[src/hw/l4_match_consts.vh]
// constants for the ipv6 layer-4 filter entry matcher
// assumes inclusion by bare name from the design files
`ifndef L4_MATCH_CONSTS_VH
`define L4_MATCH_CONSTS_VH

// ***************************
// register offsets (indices)
// ***************************
`define A_CTRL      4'h0
`define A_DPORT     4'h1
`define A_FLAGS     4'h2
`define A_TOS       4'h3
`define A_ICMP      4'h4
`define A_STATUS    4'h5
`define A_HITS      4'h6

// ***************************
// field selectors, codes and reset values
// ***************************
`define SEL_ANY     2'h0
`define SEL_ONE     2'h1
`define SEL_TWO     2'h2
`define FLG_SET     2'h1
`define FLG_UNSET   2'h2
`define NH_TCP      8'h06
`define NH_ICMP6    8'h3a
`define ACT_PERMIT  1'h0
`define ACT_DENY    1'h1
`define ZERO32      32'h0000_0000
`define CTRL_RST    32'h0000_0000
`define FLAGS_RST   12'h000

`endif
[src/hw/flag_sel.v]
// one tcp flag selector: set, unset or don't care
// assumes a registered two-bit selector and a parsed flag bit
`timescale 1ns/100ps
`include "l4_match_consts.vh"
module flag_sel (
   input  wire [1:0] sel,
   input  wire       flag,
   input  wire       is_tcp,
   output reg        pass
);
   // selector decode; non-tcp frames fail any active selector
   always @* begin
      case (sel)
         `FLG_SET:   pass = is_tcp & flag;
         `FLG_UNSET: pass = is_tcp & ~flag;
         default:    pass = 1'b1;
      endcase
   end
endmodule

[src/hw/l4_match.v]
// filter entry matcher for layer-4 and service fields of one frame
// assumes a parser on the same clock giving one-cycle field strobes
//
// Our own choices: the strobed register port and the address map.
`timescale 1ns/100ps
`include "l4_match_consts.vh"
module l4_match (
   input  wire        clk,
   input  wire        rst_b,
   input  wire [3:0]  addr,
   input  wire [31:0] wdata,
   input  wire        wr,
   input  wire        rd,
   output reg  [31:0] rdata,
   input  wire        frm_valid,
   input  wire [7:0]  frm_next_hdr,
   input  wire [15:0] frm_dport,
   input  wire [5:0]  frm_tcp_flags,
   input  wire [7:0]  frm_tclass,
   input  wire [7:0]  frm_icmp_type,
   input  wire [7:0]  frm_icmp_code,
   output reg         res_valid,
   output reg         res_hit,
   output reg         res_drop,
   output reg         res_forward,
   output reg         res_learn
);

   // ***************************
   // configuration registers
   // ***************************
   reg        enable_q;
   reg        action_q;
   reg [1:0]  dport_mode_q;
   reg [15:0] dport_lo_q;
   reg [15:0] dport_hi_q;
   reg [11:0] flags_q;
   reg [1:0]  tos_mode_q;
   reg [5:0]  dscp_q;
   reg [2:0]  prec_q;
   reg [1:0]  icmp_mode_q;
   reg [7:0]  icmp_val_q;
   reg        code_mode_q;
   reg [7:0]  code_q;
   reg        last_hit_q;
   reg [15:0] hits_q;

   // list of icmp message kinds selectable in list mode
   wire [7:0] kind_tab [0:7];
   assign kind_tab[0] = 8'h01;
   assign kind_tab[1] = 8'h02;
   assign kind_tab[2] = 8'h03;
   assign kind_tab[3] = 8'h04;
   assign kind_tab[4] = 8'h80;
   assign kind_tab[5] = 8'h81;
   assign kind_tab[6] = 8'h85;
   assign kind_tab[7] = 8'h87;

   // software writes; control bits steer the matcher directly
   always @(posedge clk or negedge rst_b) begin
      if (!rst_b) begin
         enable_q     <= 1'b0;
         action_q     <= `ACT_PERMIT;
         dport_mode_q <= `SEL_ANY;
         dport_lo_q   <= 16'h0000;
         dport_hi_q   <= 16'h0000;
         flags_q      <= `FLAGS_RST;
         tos_mode_q   <= `SEL_ANY;
         dscp_q       <= 6'h00;
         prec_q       <= 3'h0;
         icmp_mode_q  <= `SEL_ANY;
         icmp_val_q   <= 8'h00;
         code_mode_q  <= 1'b0;
         code_q       <= 8'h00;
      end else if (wr) begin
         case (addr)
            `A_CTRL: begin
               enable_q     <= wdata[0];
               action_q     <= wdata[1];
               dport_mode_q <= wdata[5:4];
               tos_mode_q   <= wdata[9:8];
               icmp_mode_q  <= wdata[13:12];
               code_mode_q  <= wdata[16];
            end
            `A_DPORT: begin
               dport_lo_q <= wdata[15:0];        // single value also lives here
               dport_hi_q <= wdata[31:16];
            end
            `A_FLAGS: flags_q <= wdata[11:0];
            `A_TOS: begin
               dscp_q <= wdata[5:0];
               prec_q <= wdata[10:8];
            end
            `A_ICMP: begin
               icmp_val_q <= wdata[7:0];
               code_q     <= wdata[15:8];
            end
            default: ;
         endcase
      end
   end

   // ***************************
   // criterion evaluation
   // ***************************
   reg dport_ok;
   reg tos_ok;
   reg icmp_ok;
   wire code_ok;
   wire is_tcp;
   wire [5:0] flag_ok;

   assign is_tcp = (frm_next_hdr == `NH_TCP);

   // destination port; an inverted range simply never matches
   always @* begin
      case (dport_mode_q)
         `SEL_ANY: dport_ok = 1'b1;
         `SEL_ONE: dport_ok = (frm_dport == dport_lo_q);
         `SEL_TWO: dport_ok = (frm_dport >= dport_lo_q) && (frm_dport <= dport_hi_q);
         default:  dport_ok = 1'b0;
      endcase
   end

   // flags: bit 5 urgent, 4 ack, 3 push, 2 reset, 1 syn, 0 fin
   genvar g;
   generate
      for (g = 0; g < 6; g = g + 1) begin : g_flag
         flag_sel u_sel (
            .sel    (flags_q[2*g+1:2*g]),
            .flag   (frm_tcp_flags[g]),
            .is_tcp (is_tcp),
            .pass   (flag_ok[g])
         );
      end
   endgenerate

   // service field: dscp is top six bits, precedence top three
   always @* begin
      case (tos_mode_q)
         `SEL_ANY: tos_ok = 1'b1;
         `SEL_ONE: tos_ok = (frm_tclass[7:2] == dscp_q);
         `SEL_TWO: tos_ok = (frm_tclass[7:5] == prec_q);
         default:  tos_ok = 1'b0;
      endcase
   end

   // icmp kind; list mode indexes the fixed table with low bits
   always @* begin
      case (icmp_mode_q)
         `SEL_ANY: icmp_ok = 1'b1;
         `SEL_ONE: icmp_ok = (frm_icmp_type == kind_tab[icmp_val_q[2:0]]);
         `SEL_TWO: icmp_ok = (frm_icmp_type == icmp_val_q);
         default:  icmp_ok = 1'b0;
      endcase
   end

   assign code_ok = ~code_mode_q | (frm_icmp_code == code_q);

   wire hit;
   assign hit = enable_q & dport_ok & (&flag_ok) & tos_ok & icmp_ok & code_ok;

   // ***************************
   // result and statistics
   // ***************************
   // one cycle latency from frame strobe to registered verdict
   always @(posedge clk or negedge rst_b) begin
      if (!rst_b) begin
         res_valid   <= 1'b0;
         res_hit     <= 1'b0;
         res_drop    <= 1'b0;
         res_forward <= 1'b0;
         res_learn   <= 1'b0;
         last_hit_q  <= 1'b0;
         hits_q      <= 16'h0000;
      end else begin
         res_valid   <= frm_valid;
         res_hit     <= frm_valid & hit;
         res_drop    <= frm_valid & hit & (action_q == `ACT_DENY);
         res_forward <= frm_valid & ~(hit & (action_q == `ACT_DENY));
         res_learn   <= frm_valid & ~(hit & (action_q == `ACT_DENY));
         if (frm_valid)
            last_hit_q <= hit;
         // counter saturates rather than wraps; a write clears it unless a hitting frame counts in the same cycle
         if (frm_valid & hit & (hits_q != 16'hffff))
            hits_q <= hits_q + 16'h0001;
         else if (wr && addr == `A_HITS)
            hits_q <= 16'h0000;
      end
   end

   // ***************************
   // register read-back
   // ***************************
   always @(posedge clk or negedge rst_b) begin
      if (!rst_b) begin
         rdata <= `ZERO32;
      end else if (rd) begin
         case (addr)
            `A_CTRL:   rdata <= {15'h0000, code_mode_q, 2'h0, icmp_mode_q, 2'h0, tos_mode_q,
                                 2'h0, dport_mode_q, 2'h0, action_q, enable_q};
            `A_DPORT:  rdata <= {dport_hi_q, dport_lo_q};
            `A_FLAGS:  rdata <= {20'h00000, flags_q};
            `A_TOS:    rdata <= {21'h000000, prec_q, 2'h0, dscp_q};
            `A_ICMP:   rdata <= {16'h0000, code_q, icmp_val_q};
            `A_STATUS: rdata <= {31'h00000000, last_hit_q};
            `A_HITS:   rdata <= {16'h0000, hits_q};
            default:   rdata <= `ZERO32;
         endcase
      end else begin
         rdata <= `ZERO32;
      end
   end

endmodule

[config.mk]
export PLATFORM = sky130hd
export DESIGN_NAME = l4_match
export DESIGN_NICKNAME = d
export VERILOG_FILES = /design/src/hw/flag_sel.v /design/src/hw/l4_match.v
export VERILOG_INCLUDE_DIRS = /design/src /design/src/hw
export SDC_FILE = /design/constraint.sdc
export NUM_CORES = 1
export LEC_CHECK = 0
export ABC_AREA = 1
export BUFFER_PORTS_ARGS = -buffer_cell sky130_fd_sc_hd__buf_2
export CORE_MARGIN = 2
export CORE_UTILIZATION = 30
export CTS_CLUSTER_SIZE = 8
export DETAILED_ROUTE_END_ITERATION = 7
export PLACE_DENSITY_LB_ADDON = 0.05
export SLEW_MARGIN = 30
export SYNTH_ARGS = -nofsm -noshare
export SYNTH_HDL_FRONTEND = slang
export SYNTH_SLANG_ARGS = --single-unit
export TNS_END_PERCENT = 20
[constraint.sdc]
create_clock -name clk -period 2.9 [get_ports clk]
set_input_delay 0.145 -clock clk [delete_from_list [all_inputs] [get_ports clk]]
set_output_delay 0.145 -clock clk [all_outputs]
set_load 0.005 [all_outputs]
Yosys cells after proc, flatten, opt, wreduce, memory -nomap -nowiden

Memory sizes are Yosys's and may differ from the RTL's.
Index checks and enable logic that the tools add are counted.

Register bits: 131
Memory bits (read-only): 64
Output and inout bits: 37
Memories kept: 1

Add/subtract/negate cells: 1
$lt $le $gt $ge: 3
Equal/unequal tests: 32
Muxes and demuxes: 15
Bitwise gates (word level): 32
Reduce and logical (&&, ||, !) cells: 13

Memory list:

| memory          | depth | bits a word | read ports | clocked after Yosys merged registers in | write ports | RTL line       | text |
|---|---|---|---|---|---|---|---|
| (no name shown) | 8     | 8           | 1          | 0                                       | 0           | l4_match.v:152 | `` `SEL_ONE: icmp_ok = (frm_icmp_type == kind_tab[icmp_val_q[2:0]]); `` |

Operators by type and width:

| kind                  | count |
|---|---|
| $pmux 32 s7           | 1 |
| $mux 16               | 2 |
| $mux 32               | 1 |
| $eq 8x8->1            | 3 |
| $and 1x1->1           | 22 |
| $eq 2x1->1 const B    | 9 |
| $eq 2x2->1 const B    | 9 |
| $add 16x1->16 const B | 1 |
| $eq 16x16->1          | 1 |
| $ge 16x16->1          | 1 |
| $le 16x16->1          | 1 |
| $mux 8                | 2 |
| $ne 16x16->1 const B  | 1 |
| $eq 4x3->1 const B    | 3 |
| $pmux 1 s2            | 6 |
| $reduce_and 2->1      | 5 |
| $pmux 1 s3            | 3 |
| $eq 4x2->1 const B    | 2 |
| $eq 8x3->1 const B    | 1 |
| $not 1->1             | 8 |
| $eq 6x6->1            | 1 |
| $logic_not 2->1       | 3 |
| $reduce_and 6->1      | 1 |
| $eq 4x1->1 const B    | 1 |
| other kinds (7)       | 8 |

Depth between registers and ports, before layout

Gate-level depths: netlist (run 1).

Depth in word-level cells: 11
Gate-level depth with buffers: 19

By module

A second synthesis (run 1) with hierarchy kept.

Cell total of the unflattened synthesis: 922
Area total of the unflattened synthesis: 7229.4 um^2

By module, submodules not included:

| module   | instances | cells an instance | area each (um^2) | seq. area each (um^2) |
|---|---|---|---|---|
| l4_match | 1         | 868               | 6966.7           | 3278.1 |
| flag_sel | 6         | 9                 | 43.8             | 0.0 |

Worst setup path before layout (run 1)

OpenSTA, ideal clock, no wires.

Path kind: register to register
From: register icmp_mode_q[0]
To: register hits_q[10]
Setup time: 118 ps
Arrival: 1889 ps
Required time: 2782 ps
Setup slack: 893 ps
Cell stages (with the launch flop): 18
Path buffers: 2
Clock period less this slack: 2007 ps
Cell sequence: dfrtp_1 -> inv_1 -> ha_1 -> buf_6 -> nand2_1 -> nand2_1 -> nand2_1 -> nor2_1 -> nand2_1 -> nor2_1 -> nand2_1 -> nor2_2 -> nor2_1 -> nor2_4 -> nand4_2 -> buf_6 -> nand3_1 -> nand2_1

Longest elaborated chain between the ends: 7

Ends and longest elaborated chain:

| element                                             | RTL line       | text |
|---|---|---|
| start, declared                                     | l4_match.v:41  | `reg [1:0] icmp_mode_q;` |
| start signal, assigned                              | l4_match.v:71  | `` icmp_mode_q <= `SEL_ANY; `` |
| start signal, assigned                              | l4_match.v:82  | `icmp_mode_q <= wdata[13:12];` |
| $eq 2x2->1, or another cell as far along            | l4_match.v:150 | `case (icmp_mode_q)` |
| $pmux 1 s3 (*)                                      | l4_match.v:150 |  |
| $and 1x1->1 (*) (2 in a row)                        | l4_match.v:161 | `assign hit = enable_q & dport_ok & (&flag_ok) & tos_ok & icmp_ok & code_ok;` |
| $and 1x1->1 (*) (2 in a row)                        | l4_match.v:185 | `if (frm_valid & hit & (hits_q != 16'hffff))` |
| $mux 16 / $reduce_bool 2->1 (equally long branches) | n/a            |  |
| end signal, assigned                                | l4_match.v:186 | `hits_q <= hits_q + 16'h0001;` |
| end, declared                                       | l4_match.v:46  | `reg [15:0] hits_q;` |

Every way passes the cells marked *; elsewhere a longest branch is shown, timed or not.
A chain may end at the register's enable or synchronous reset.

Worst setup path after layout (run 1)

From: register icmp_mode_q[0]
To: register hits_q[3]

Same word-level chain as after synthesis.

==> metrics.md, run 1 <==
| Metric | Value |
|---|---|
| Root buf cell | clkbuf_16 |
| CP Data Arrival Time | 2.87 ns |
| Minimum clock period | 2.51 ns |
| Chip width | 158 um |
| Hold depth | 3 |
| DRT Wirelength | 22900 um |
| #FFs+latches synth | 131 |
| Post-route ant nets | 0 |
| Hold Fails Final Rpt | 0 |
| Drt first-iter violations | 386 |
| Core box area | 23500 um^2 |
| Max clock buf depth | 2 |
| Critical path's largest stage delay | 0.45 ns |
| Post-CTS setup buffer count | 0 |
| Fillers | 2456 |
| Avg WL per Cell | 16.7 um |
| Post-CTS sizing | 0 |
| Min-delay src | wdata[15] |
| TNS Setup | 0 ns |
| Worst R2R Start | icmp_mode_q[0] |
| Element type at the critical path start | flip-flop |
| Worst-Skew Late Latency | 0.42 ns |
| Total grt overflow | 0 |
| Delay-heaviest family, CP | simple AND/OR/NAND/NOR gates |
| Worst R2R End | hits_q[3] |
| Vias in the first global route | 6139 |
| Initial Utilization | 30.5% |
| Count leader, synth | nand2_1 |
| GPL Wtd Cong | 0.816 |
| DRC | 0 |
| Post-Syn Instances | 886 |
| Clk slew on worst S/H paths | 0.06 ns |
| Nets | 1178 |
| Full die area | 25100 um^2 |
| CTS tree | yes |
| # IOs | 132 |
| Synth Cell Area | 7150 um^2 |
| Avg Inst Size Synth | 8.07 um^2 |
| Required @ worst endpoint | 3.26 ns |
| Crit path max fanout | 17 |
| Top FF cell, synth | dfrtp_1 |
| MaxCap Viol Count | 0 |
| Synth top area cells | dfrtp_1 (46%), nand2_1 (11%), ha_1 (7.7%), inv_1 (6.7%), o21ai_0 (5.1%) |
| Final setup viols | 0 |
| Post-synth top area share | 45.8% |
| DR vias | 6253 |
| Cts bufs inserted | 17 |
| DR vias/cell | 4.56 |
| Sequential area share after synthesis | 45.8% |
| Post-synth cell types | 41 |
| Area Growth Syn to Fin | 25.6% |
| Share of layout cells above drive strength 1 | 17.8% |
| Total track usage | 19.4% |
| Worst vdd ir | 0.000328 V |
| PwrDens | 620 nW/um^2 |
| Yosys top cell by area | dfrtp_1 |
| Slowest stage cell, crit path | ha_1 |
| Row Count | 56 |
| Placed cells | 1320 |
| CP Capture Type | flip-flop |
| Initial antenna violation count | 0 |
| Most Frequent Cell on Critical Path | nand2_1 |
| Drt first pass iters | 7 |
| Rel. slew slack | 49.7% |
| H-tree depth | 4 |
| Hold Path Class | in2reg |
| Async set-reset flop share out of synthesis | 100% |
| Worst Hold End | code_q[7] |
| Worst Reg-to-Reg Cells | 16 |
| IO Port Bufs | 129 |
| Post-route insts no fill | 1371 |
| Global-route wire length before repair | 36000 um |
| Final slew viol count | 0 |
| Status | finished, final reports clean |
| Synth top cells by count | nand2_1 (215), dfrtp_1 (131), inv_1 (127) |
| Die Ht | 158 um |
| Crit-path cells | inv_1, ha_1, inv_1, nand3_1, nand2_1, nand2_1, nand2_1, nor2_1, nand2_1, nor2_2, nor2_1, nor2_4, nand2_4, nor2_8, nand3_1, nand2_1 |
| Crit path buf inv count | 2 |
| Post-DP HPWL | 17400 um |
| Fmax | 398 MHz |
| N_diodes | 0 |
| RSZ-0062 raised after global routing | no |
| Fin crit share | 86.6% |
| Largest net degree at the start of global routing | 63 |
| Sink Count | 131 |
| FF-to-FF setup slack | 0.39 ns |
| Mapped Nets | 1025 |
| Crit Path Class | reg2reg |
| Worst slew pin tran | 0.754 ns |
| YS warnings | 0 |
| Clock Skew | 0.00957 ns |
| EDFF count, synth | 0 |
| Leak | 0.00478 uW |
## registers in the layout (all words and copies together) (netlist names), 3 cells and up
name	count
code_q	8
dport_hi_q	16
dport_lo_q	16
dscp_q	6
flags_q	12
hits_q	16
icmp_val_q	8
prec_q	3
rdata	32
## cell families (layout without fill, tap and decap cells)
kind of cell,count (synthesis),after routing,synth area share (%)
XOR/XNOR,27,27,3.31
AO/OA/AOI/OAI,153,153,12.3
flip-flops,131,131,45.8
adder cells (fa/ha/maj),44,44,7.70
buffers and inverters,156,322,8.60
AND/OR/NAND/NOR,375,375,22.2
## metal layers
layer | track usage, % | up-vias | wire [um]
met5 | 0 | - | 0
met4 | 5.15 | 0 | 304
met3 | 2.86 | 19 | 1080
met2 | 31.2 | 175 | 10300
met1 | 27.3 | 2891 | 11200
li1 | - | 3168 | -
## what timing repair did
action	in CTS	in global routing
setup endpoints to repair	0	0
hold endpoints to repair	58	0
hold buffers	19	0
## area by class of cell
| type | count | area [um^2] | share of cell area [%] |
|---|---|---|---|
| Sequential cell | 131 | 3280 | 36.5 |
| Multi-Input combinational cell | 599 | 3260 | 36.3 |
| Timing Repair Buffer | 161 | 965 | 10.7 |
| Inverter | 129 | 484 | 5.39 |
| Clock buffer | 19 | 433 | 4.82 |
| Tap cell | 319 | 399 | 4.44 |
| Clock inverter | 13 | 160 | 1.78 |
## stage by stage
step | total power (uW) | worst slack [ns] | utilization (%) | hold slack [ns] | cell area [um^2]
3_5_place_dp | 3380 | 0.373 | 34.9 | 0.0903 | 8200
3_3_place_gp | 3370 | 0.390 | 34.9 | 0.0951 | 8200
2_1_floorplan | 2950 | 0.893 | - | -0.151 | 7150
6_report | 5570 | 0.388 | 38.3 | 0.0214 | 8980
4_1_cts | 5660 | 0.355 | 38.3 | 0.000676 | 8980
5_1_grt | 5950 | 0.0285 | 38.3 | 0.0330 | 8980
## worst max path at each step
stage / from / endpoint / cells after the start
after floorplan: icmp_mode_q[0] / hits_q[10] / 17
after global placement: icmp_mode_q[0] / hits_q[3] / 16
after detailed placement: icmp_mode_q[0] / hits_q[13] / 16
after CTS: icmp_mode_q[0] / hits_q[11] / 16
after global routing: icmp_mode_q[0] / hits_q[11] / 15
final: icmp_mode_q[0] / hits_q[3] / 16
## worst min-delay path, delay by kind of cell
kind / cells / cell delay (ns)
buf+inv: 2 / 0.17
compound gates: 1 / 0.08
## power by group
group          leakage (uW)  internal [uW]  switching (uW)  total, uW
clock network      0.000275           1350             870       2220
logic               0.00281            442             658       1100
registers           0.00169           2070             182       2250
## cell usage in the layout (no fill, tap or decap), types with 17 or more instances in the layout
master,netlist,routed
nor3_1,17,17
ha_1,44,44
xor2_1,19,19
a21oi_1,35,35
nand2_1,215,214
nor2_1,69,69
clkbuf_16,0,17
nand3_1,56,56
buf_2,0,128
dfrtp_1,131,131
inv_1,127,127
dlygate4sd3_1,0,19
o21ai_0,73,73
(Power assumes the default switching activity.)
==> inputs of run 2 (changes only) <==
Settings changed: CAP_MARGIN set to 40, CELL_PAD_IN_SITES_DETAIL_PLACEMENT set to 1, CELL_PAD_IN_SITES_GLOBAL_PLACEMENT set to 1, CTS_CLUSTER_SIZE 8 to unset.
==> run 2 against run 1 <==
- global-route usage rose by 0.63 points
- via count up 1.8%
- design area is essentially flat
- combinational power hardly changed
- maximum frequency about the same
- sequential share of layout area about the same
- clock skew rose by 0.0025 ns
- highest routed layer unchanged
- utilization hardly changed
==> metrics.md, run 2 (synthesized netlist as in run 1, its figures left out) <==
| Metric | Value |
|---|---|
| Avg WL per Cell | 17.4 um (+4.3%) |
| Hold depth | 3 (unchanged) |
| Full die area | 25100 um^2 (unchanged) |
| Root buf cell | clkbuf_16 |
| Largest Register | rdata |
| Drt first pass iters | 5 (-2) |
| DRC | 0 (unchanged) |
| Crit path buf inv count | 2 (unchanged) |
| Clk slew on worst S/H paths | 0.06 ns (about the same) |
| Required @ worst endpoint | 3.25 ns (about the same) |
| Status | finished, final reports clean |
| Global-route wire length before repair | 37200 um (+3.3%) |
| Worst Hold End | code_mode_q |
| MaxCap Viol Count | 0 (unchanged) |
| Worst-Skew Late Latency | 0.42 ns (about the same) |
| Total grt overflow | 0 (unchanged) |
| Final slew viol count | 0 (unchanged) |
| Worst Reg-to-Reg Cells | 16 (unchanged) |
| Largest net degree at the start of global routing | 69 (+9.5%) |
| Final setup viols | 0 (unchanged) |
| IO Port Bufs | 129 (unchanged) |
| Min-delay src | wdata[16] |
| Hold Fails Final Rpt | 0 (unchanged) |
| GPL Wtd Cong | 0.786 (-3.6%) |
| Die Ht | 158 um (unchanged) |
| Post-CTS setup buffer count | 0 (unchanged) |
| Finished Cell Area | 8980 um^2 (about the same) |
| Crit path max fanout | 17 (unchanged) |
| DR vias | 6366 (+1.8%) |
| Post-DP HPWL | 18100 um (+4.1%) |
| Crit Path Class | reg2reg |
| Initial antenna violation count | 0 (unchanged) |
| Worst R2R End | hits_q[12] |
| Dpl cell area | 8200 um^2 (unchanged) |
| Minimum clock period | 2.51 ns (-0.00183 ns) |
| Commonest non-fill, non-tap cells in the layout | nand2_1 (214), dfrtp_1 (131), buf_2 (128) |
| Post-route insts no fill | 1370 (-0.073%) |
| Post-route ant nets | 0 (unchanged) |
| CP Capture Type | flip-flop |
| Critical path's largest stage delay | 0.40 ns (-0.05 ns) |
| Clock Skew | 0.0121 ns (+0.00255 ns) |
| DR vias/cell | 4.65 (+1.9%) |
| Rel. slew slack | 57.6% (+7.9 points) |
| Nets | 1177 (-0.085%) |
| Share of layout cells above drive strength 1 | 17.8% (about the same) |
| Most Frequent Cell on Critical Path | nand2_1 |
| RSZ-0062 raised after global routing | no |
| H-tree depth | 4 (unchanged) |
| CTS tree | yes |
| Chip width | 158 um (unchanged) |
| Crit-path cells | inv_1, ha_2, inv_1, nand3_1, nand2_1, nand2_1, nand2_1, nor2_1, nand2_1, nor2_2, nor2_1, nor2_4, nand2_4, nor2_8, nand3_1, nand2_1 |
| Initial Utilization | 30.5% (unchanged) |
| Max clock buf depth | 2 (unchanged) |
| DRT Wirelength | 23900 um (+4.3%) |
| Sink Count | 131 (unchanged) |
| Total track usage | 20.0% (+0.63 points) |
| Leak | 0.00478 uW (about the same) |
| CP Data Arrival Time | 2.86 ns (about the same) |
| PwrDens | 615 nW/um^2 (-0.87%) |
| Element type at the critical path start | flip-flop |
| Worst slew pin tran | 0.635 ns (-0.119 ns) |
| FF-to-FF setup slack | 0.39 ns (about the same) |
| Placed cells | 1319 (-0.076%) |
| Cts bufs inserted | 17 (unchanged) |
| Worst vdd ir | 0.000290 V (-12%) |
| Slowest stage cell, crit path | dfrtp_1 |
| Vias in the first global route | 6580 (+7.2%) |
| Worst R2R Start | icmp_mode_q[0] |
| Fmax | 398 MHz (about the same) |
| Largest register FFs | 32 (unchanged) |
| Area Growth Syn to Fin | 25.5% (about the same) |
| TNS Setup | 0 ns (unchanged) |
| Delay-heaviest family, CP | simple AND/OR/NAND/NOR gates |
| # IOs | 132 (unchanged) |
| N_diodes | 0 (unchanged) |
| Fin crit share | 86.5% (about the same) |
| Hold Path Class | in2reg |
| Commonest non-fill, non-tap cell in the layout | nand2_1 |
| Drt first-iter violations | 286 (-26%) |
| Row Count | 56 (unchanged) |
| Core box area | 23500 um^2 (unchanged) |
-- run 2: changes by cell type in the layout (fill, tap and decap cells not counted) --
cell,change
ha_2,+1
clkinv_4,+2
dlygate4sd3_1,-1
clkinv_2,-2
clkbuf_1,+1
clkbuf_8,+1
bufinv_16,-1
buf_8,+2
clkinvlp_4,-1
ha_1,-1
buf_4,-2
-- run 2: area by class of cell --
type	count	area, um^2
flip-flops and latches	131	3280
fillers	2858	14500
inverters	129	484
multi-input cells	599	3270
clock inverters	11	130
well taps	319	399
repair buffers	160	970
clock buffers	21	450
-- run 2: how the worst max path moves through the flow --
stage	from	endpoint	depth (start not counted)
CTS	icmp_mode_q[0]	hits_q[12]	16
finish	icmp_mode_q[0]	hits_q[12]	16
detailed placement	icmp_mode_q[0]	hits_q[10]	16
floorplan	icmp_mode_q[0]	hits_q[10]	17
global route	icmp_mode_q[0]	hits_q[3]	16
global placement	icmp_mode_q[0]	hits_q[10]	16
-- run 2: timing repair --
action                     in CTS  in global routing
gates resized for setup         0                  1
hold endpoints to repair       60                  0
setup endpoints to repair       0                 16
hold buffers                   18                  0
-- run 2: report_power, final --
group | internal (uW) | total, uW | switching (uW)
Clock | 1290 | 2150 | 856
Sequential | 2070 | 2250 | 180
Combinational | 448 | 1120 | 674
Total | 3810 | 5520 | 1710
-- run 2: tightest hold or removal path: cells and delay by family --
family,cells,cell delay (ns)
AOI/OAI and AO/OA,1,0.09
buffers and inverters,2,0.15
-- run 2: stage by stage --
step | worst slack (ns) | hold slack, ns | total power [uW] | utilization, %
after global routing | 0.0837 | 0.00312 | 5870 | 38.2
after global placement | 0.269 | 0.0443 | 3370 | 34.9
after floorplan | 0.893 | -0.151 | 2950 | -
after detailed placement | 0.190 | 0.0469 | 3400 | 34.9
final | 0.390 | 0.0177 | 5520 | 38.2
after CTS | 0.142 | 0.00380 | 5600 | 38.2
-- run 2: metal layers --
layer  global-route usage [%]  up-vias  part of all wire [%]
met5                        0        -                     0
met4                     5.83        0                   1.5
met3                     3.38       20                   4.0
met2                     32.3      141                    46
met1                     27.7     3047                    49
li1                         -     3158                     -
==> inputs of run 3 (changes only) <==
Clock period 2.9 ns to 2.6 ns, I/O delays scaled along.
==> run 3 against run 2 <==
- flip-flop and latch count unchanged
- worst hold slack better by 0.0087 ns
- wire length up 1.6%
- non-clock buffer count up 12
- die area unchanged
- critical path depth down 2
- design area up 2.1%
- via count up 0.82%
- total power up 17%
- sequential power up 11%
- critical path type unchanged
- largest power group is now clock
==> metrics.md, run 3 (synthesized netlist as in run 1, its figures left out) <==
| Metric | Value |
|---|---|
| Hold Path Class | in2reg |
| DR vias/cell | 4.64 (-0.13%) |
| Rel. slew slack | 58.8% (+1.2 points) |
| PwrDens | 706 nW/um^2 (+15%) |
| Max clock buf depth | 2 (unchanged) |
| Worst R2R End | hits_q[8] |
| Largest register FFs | 32 (unchanged) |
| Chip width | 158 um (unchanged) |
| TNS Setup | 0 ns (unchanged) |
| Crit path buf inv count | 1 (-1) |
| Hold Fails Final Rpt | 0 (unchanged) |
| RSZ-0062 raised after global routing | no |
| Global-route wire length before repair | 37500 um (+0.76%) |
| Crit. Startpoint | dport_lo_q[5] |
| Critical path's largest stage delay | 0.40 ns (about the same) |
| Worst R2R Start | dport_lo_q[5] |
| Final setup viols | 0 (unchanged) |
| CP endpoint | hits_q[8] |
| Required @ worst endpoint | 2.96 ns (-0.29 ns) |
| Largest Register | rdata |
| Vias in the first global route | 6539 (-0.62%) |
| Nets | 1190 (+1.1%) |
| Leak | 0.00488 uW (+2.1%) |
| GPL Wtd Cong | 0.785 (-0.14%) |
| Final slew viol count | 0 (unchanged) |
| Crit-path cells | inv_1, ha_1, nand2_1, nor2_1, nand3_1, o21ai_0, nor2_1, nand2_1, nand3_1, nand2_1, nand2_4, nor2_4, nand3_1, nand2_1 |
| Initial Utilization | 30.5% (unchanged) |
| Delay-heaviest family, CP | simple AND/OR/NAND/NOR gates |
| Commonest non-fill, non-tap cell in the layout | nand2_1 |
| Cts bufs inserted | 17 (unchanged) |
| Crit Path Class | reg2reg |
| DR vias | 6418 (+0.82%) |
| Final hold slack | 0.0263 ns (+0.00866 ns) |
| Fin crit share | 91.6% (+5.0 points) |
| Core box area | 23500 um^2 (unchanged) |
| Sink Count | 131 (unchanged) |
| IO Port Bufs | 129 (unchanged) |
| Slowest stage cell, crit path | dfrtp_1 |
| Post-route ant nets | 0 (unchanged) |
| FF-to-FF setup slack | 0.22 ns (-0.17 ns) |
| Most Frequent Cell on Critical Path | nand2_1 |
| DRT Wirelength | 24200 um (+1.6%) |
| N_diodes | 0 (unchanged) |
| # IOs | 132 (unchanged) |
| Worst vdd ir | 0.000318 V (+9.6%) |
| Die Ht | 158 um (unchanged) |
| CTS tree | yes |
| Area Growth Syn to Fin | 28.1% |
| Worst Reg-to-Reg Cells | 14 (-2) |
| Worst slew pin tran | 0.618 ns (-0.0166 ns) |
| Total grt overflow | 0 (unchanged) |
| Minimum clock period | 2.38 ns (-0.128 ns) |
| Largest net degree at the start of global routing | 62 (-10%) |
| Share of layout cells above drive strength 1 | 18.8% (+1.0 points) |
| MaxCap Viol Count | 0 (unchanged) |
| Total track usage | 20.2% (+0.17 points) |
| CP Capture Type | flip-flop |
| Status | finished, final reports clean |
| Root buf cell | clkbuf_16 |
| Row Count | 56 (unchanged) |
| WP depth | 14 (-2) |
| Avg WL per Cell | 17.5 um (+0.61%) |
| Clock Skew | 0.00643 ns (-0.00568 ns) |
| H-tree depth | 4 (unchanged) |
| Element type at the critical path start | flip-flop |
| CP Data Arrival Time | 2.74 ns (-0.12 ns) |
| Clk slew on worst S/H paths | 0.06 ns (about the same) |
| Full die area | 25100 um^2 (unchanged) |
| Drt first pass iters | 4 (-1) |
| Worst-Skew Late Latency | 0.42 ns (about the same) |
| Commonest non-fill, non-tap cells in the layout | nand2_1 (214), dfrtp_1 (131), buf_2 (128) |
| Initial antenna violation count | 0 (unchanged) |
| Fmax | 420 MHz (+5.4%) |
| Post-DP HPWL | 18200 um (+0.42%) |
| Crit path max fanout | 8 (-9) |
| Drt first-iter violations | 275 (-3.8%) |
| DRC | 0 (unchanged) |
## run 3: changes by cell type in the layout (fill, tap and decap cells not counted), sizes merged
cell / previous run / this run
clkbuf: 21 / 18
clkinvlp: 4 / 3
buf: 142 / 151
nor2: 74 / 75
dlygate4sd3: 18 / 21
clkinv: 5 / 7
bufinv: 2 / 5
inv: 129 / 128
## run 3: through the flow
stage	instance area [um^2]	util (%)	setup slack, ns	total power, uW	std cells
3_5_place_dp	8280	35.3	0.0863	3810	1329
5_1_grt	9160	39.0	0.0133	6870	1383
3_3_place_gp	8280	35.3	0.138	3770	1329
2_1_floorplan	7150	-	0.593	3290	886
6_report	9160	39.0	0.219	6460	1383
4_1_cts	9140	38.9	0.0736	6570	1382
## run 3: report_power, final
group	switching (uW)	total [uW]	internal, uW
Clock	958	2680	1720
Combinational	765	1280	520
Sequential	194	2500	2310
## run 3: worst reg2reg max path, cell delays in order, from the launching register on
cell and delay [ns]:
dfrtp_1 0.40, inv_1 0.06, ha_1 0.29, nand2_1 0.05
nor2_1 0.17, nand3_1 0.17, o21ai_0 0.18, nor2_1 0.08
nand2_1 0.06, nand3_1 0.07, nand2_1 0.20, nand2_4 0.14
nor2_4 0.24, nand3_1 0.10, nand2_1 0.08
## run 3: how the worst min path moves through the flow
| stage | from | to | slack [ns] | cells past startpoint |
|---|---|---|---|---|
| 6_report | wdata[6] | dport_lo_q[6] | 0.03 | 3 |
| 5_1_grt | wdata[6] | flags_q[6] | 0.06 | 3 |
| 4_1_cts | wdata[6] | dport_lo_q[6] | 0.003 | 3 |
| 3_5_place_dp | rst_b | dport_hi_q[15] | 0.18 | 1 |
| 3_3_place_gp | rst_b | rdata[31] | 0.17 | 1 |
| 2_1_floorplan | rst_b | action_q | -0.17 | 0 |
## run 3: layout make-up
| class | instances | area, um^2 |
|---|---|---|
| Clock buffer | 18 | 439 |
| Sequential cell | 131 | 3280 |
| Tap cell | 319 | 399 |
| Clock inverter | 14 | 210 |
| Timing Repair Buffer | 172 | 1060 |
| Inverter | 129 | 484 |
| Multi-Input combinational cell | 600 | 3290 |
| Fill cell | 2860 | 14300 |
## run 3: routing by layer
layer | up-vias | share of wire [%] | track usage [%]
li1 | 3184 | - | -
met1 | 3071 | 49 | 28.2
met2 | 132 | 45 | 31.9
met3 | 31 | 3.4 | 3.02
met4 | 0 | 2.1 | 7.16
met5 | - | 0 | 0
## run 3: timing repair
item,CTS,global route
hold buffers,21,0
setup buffers,0,0
hold endpoints to repair,82,0
setup endpoints to repair,0,18
gates resized for setup,0,2
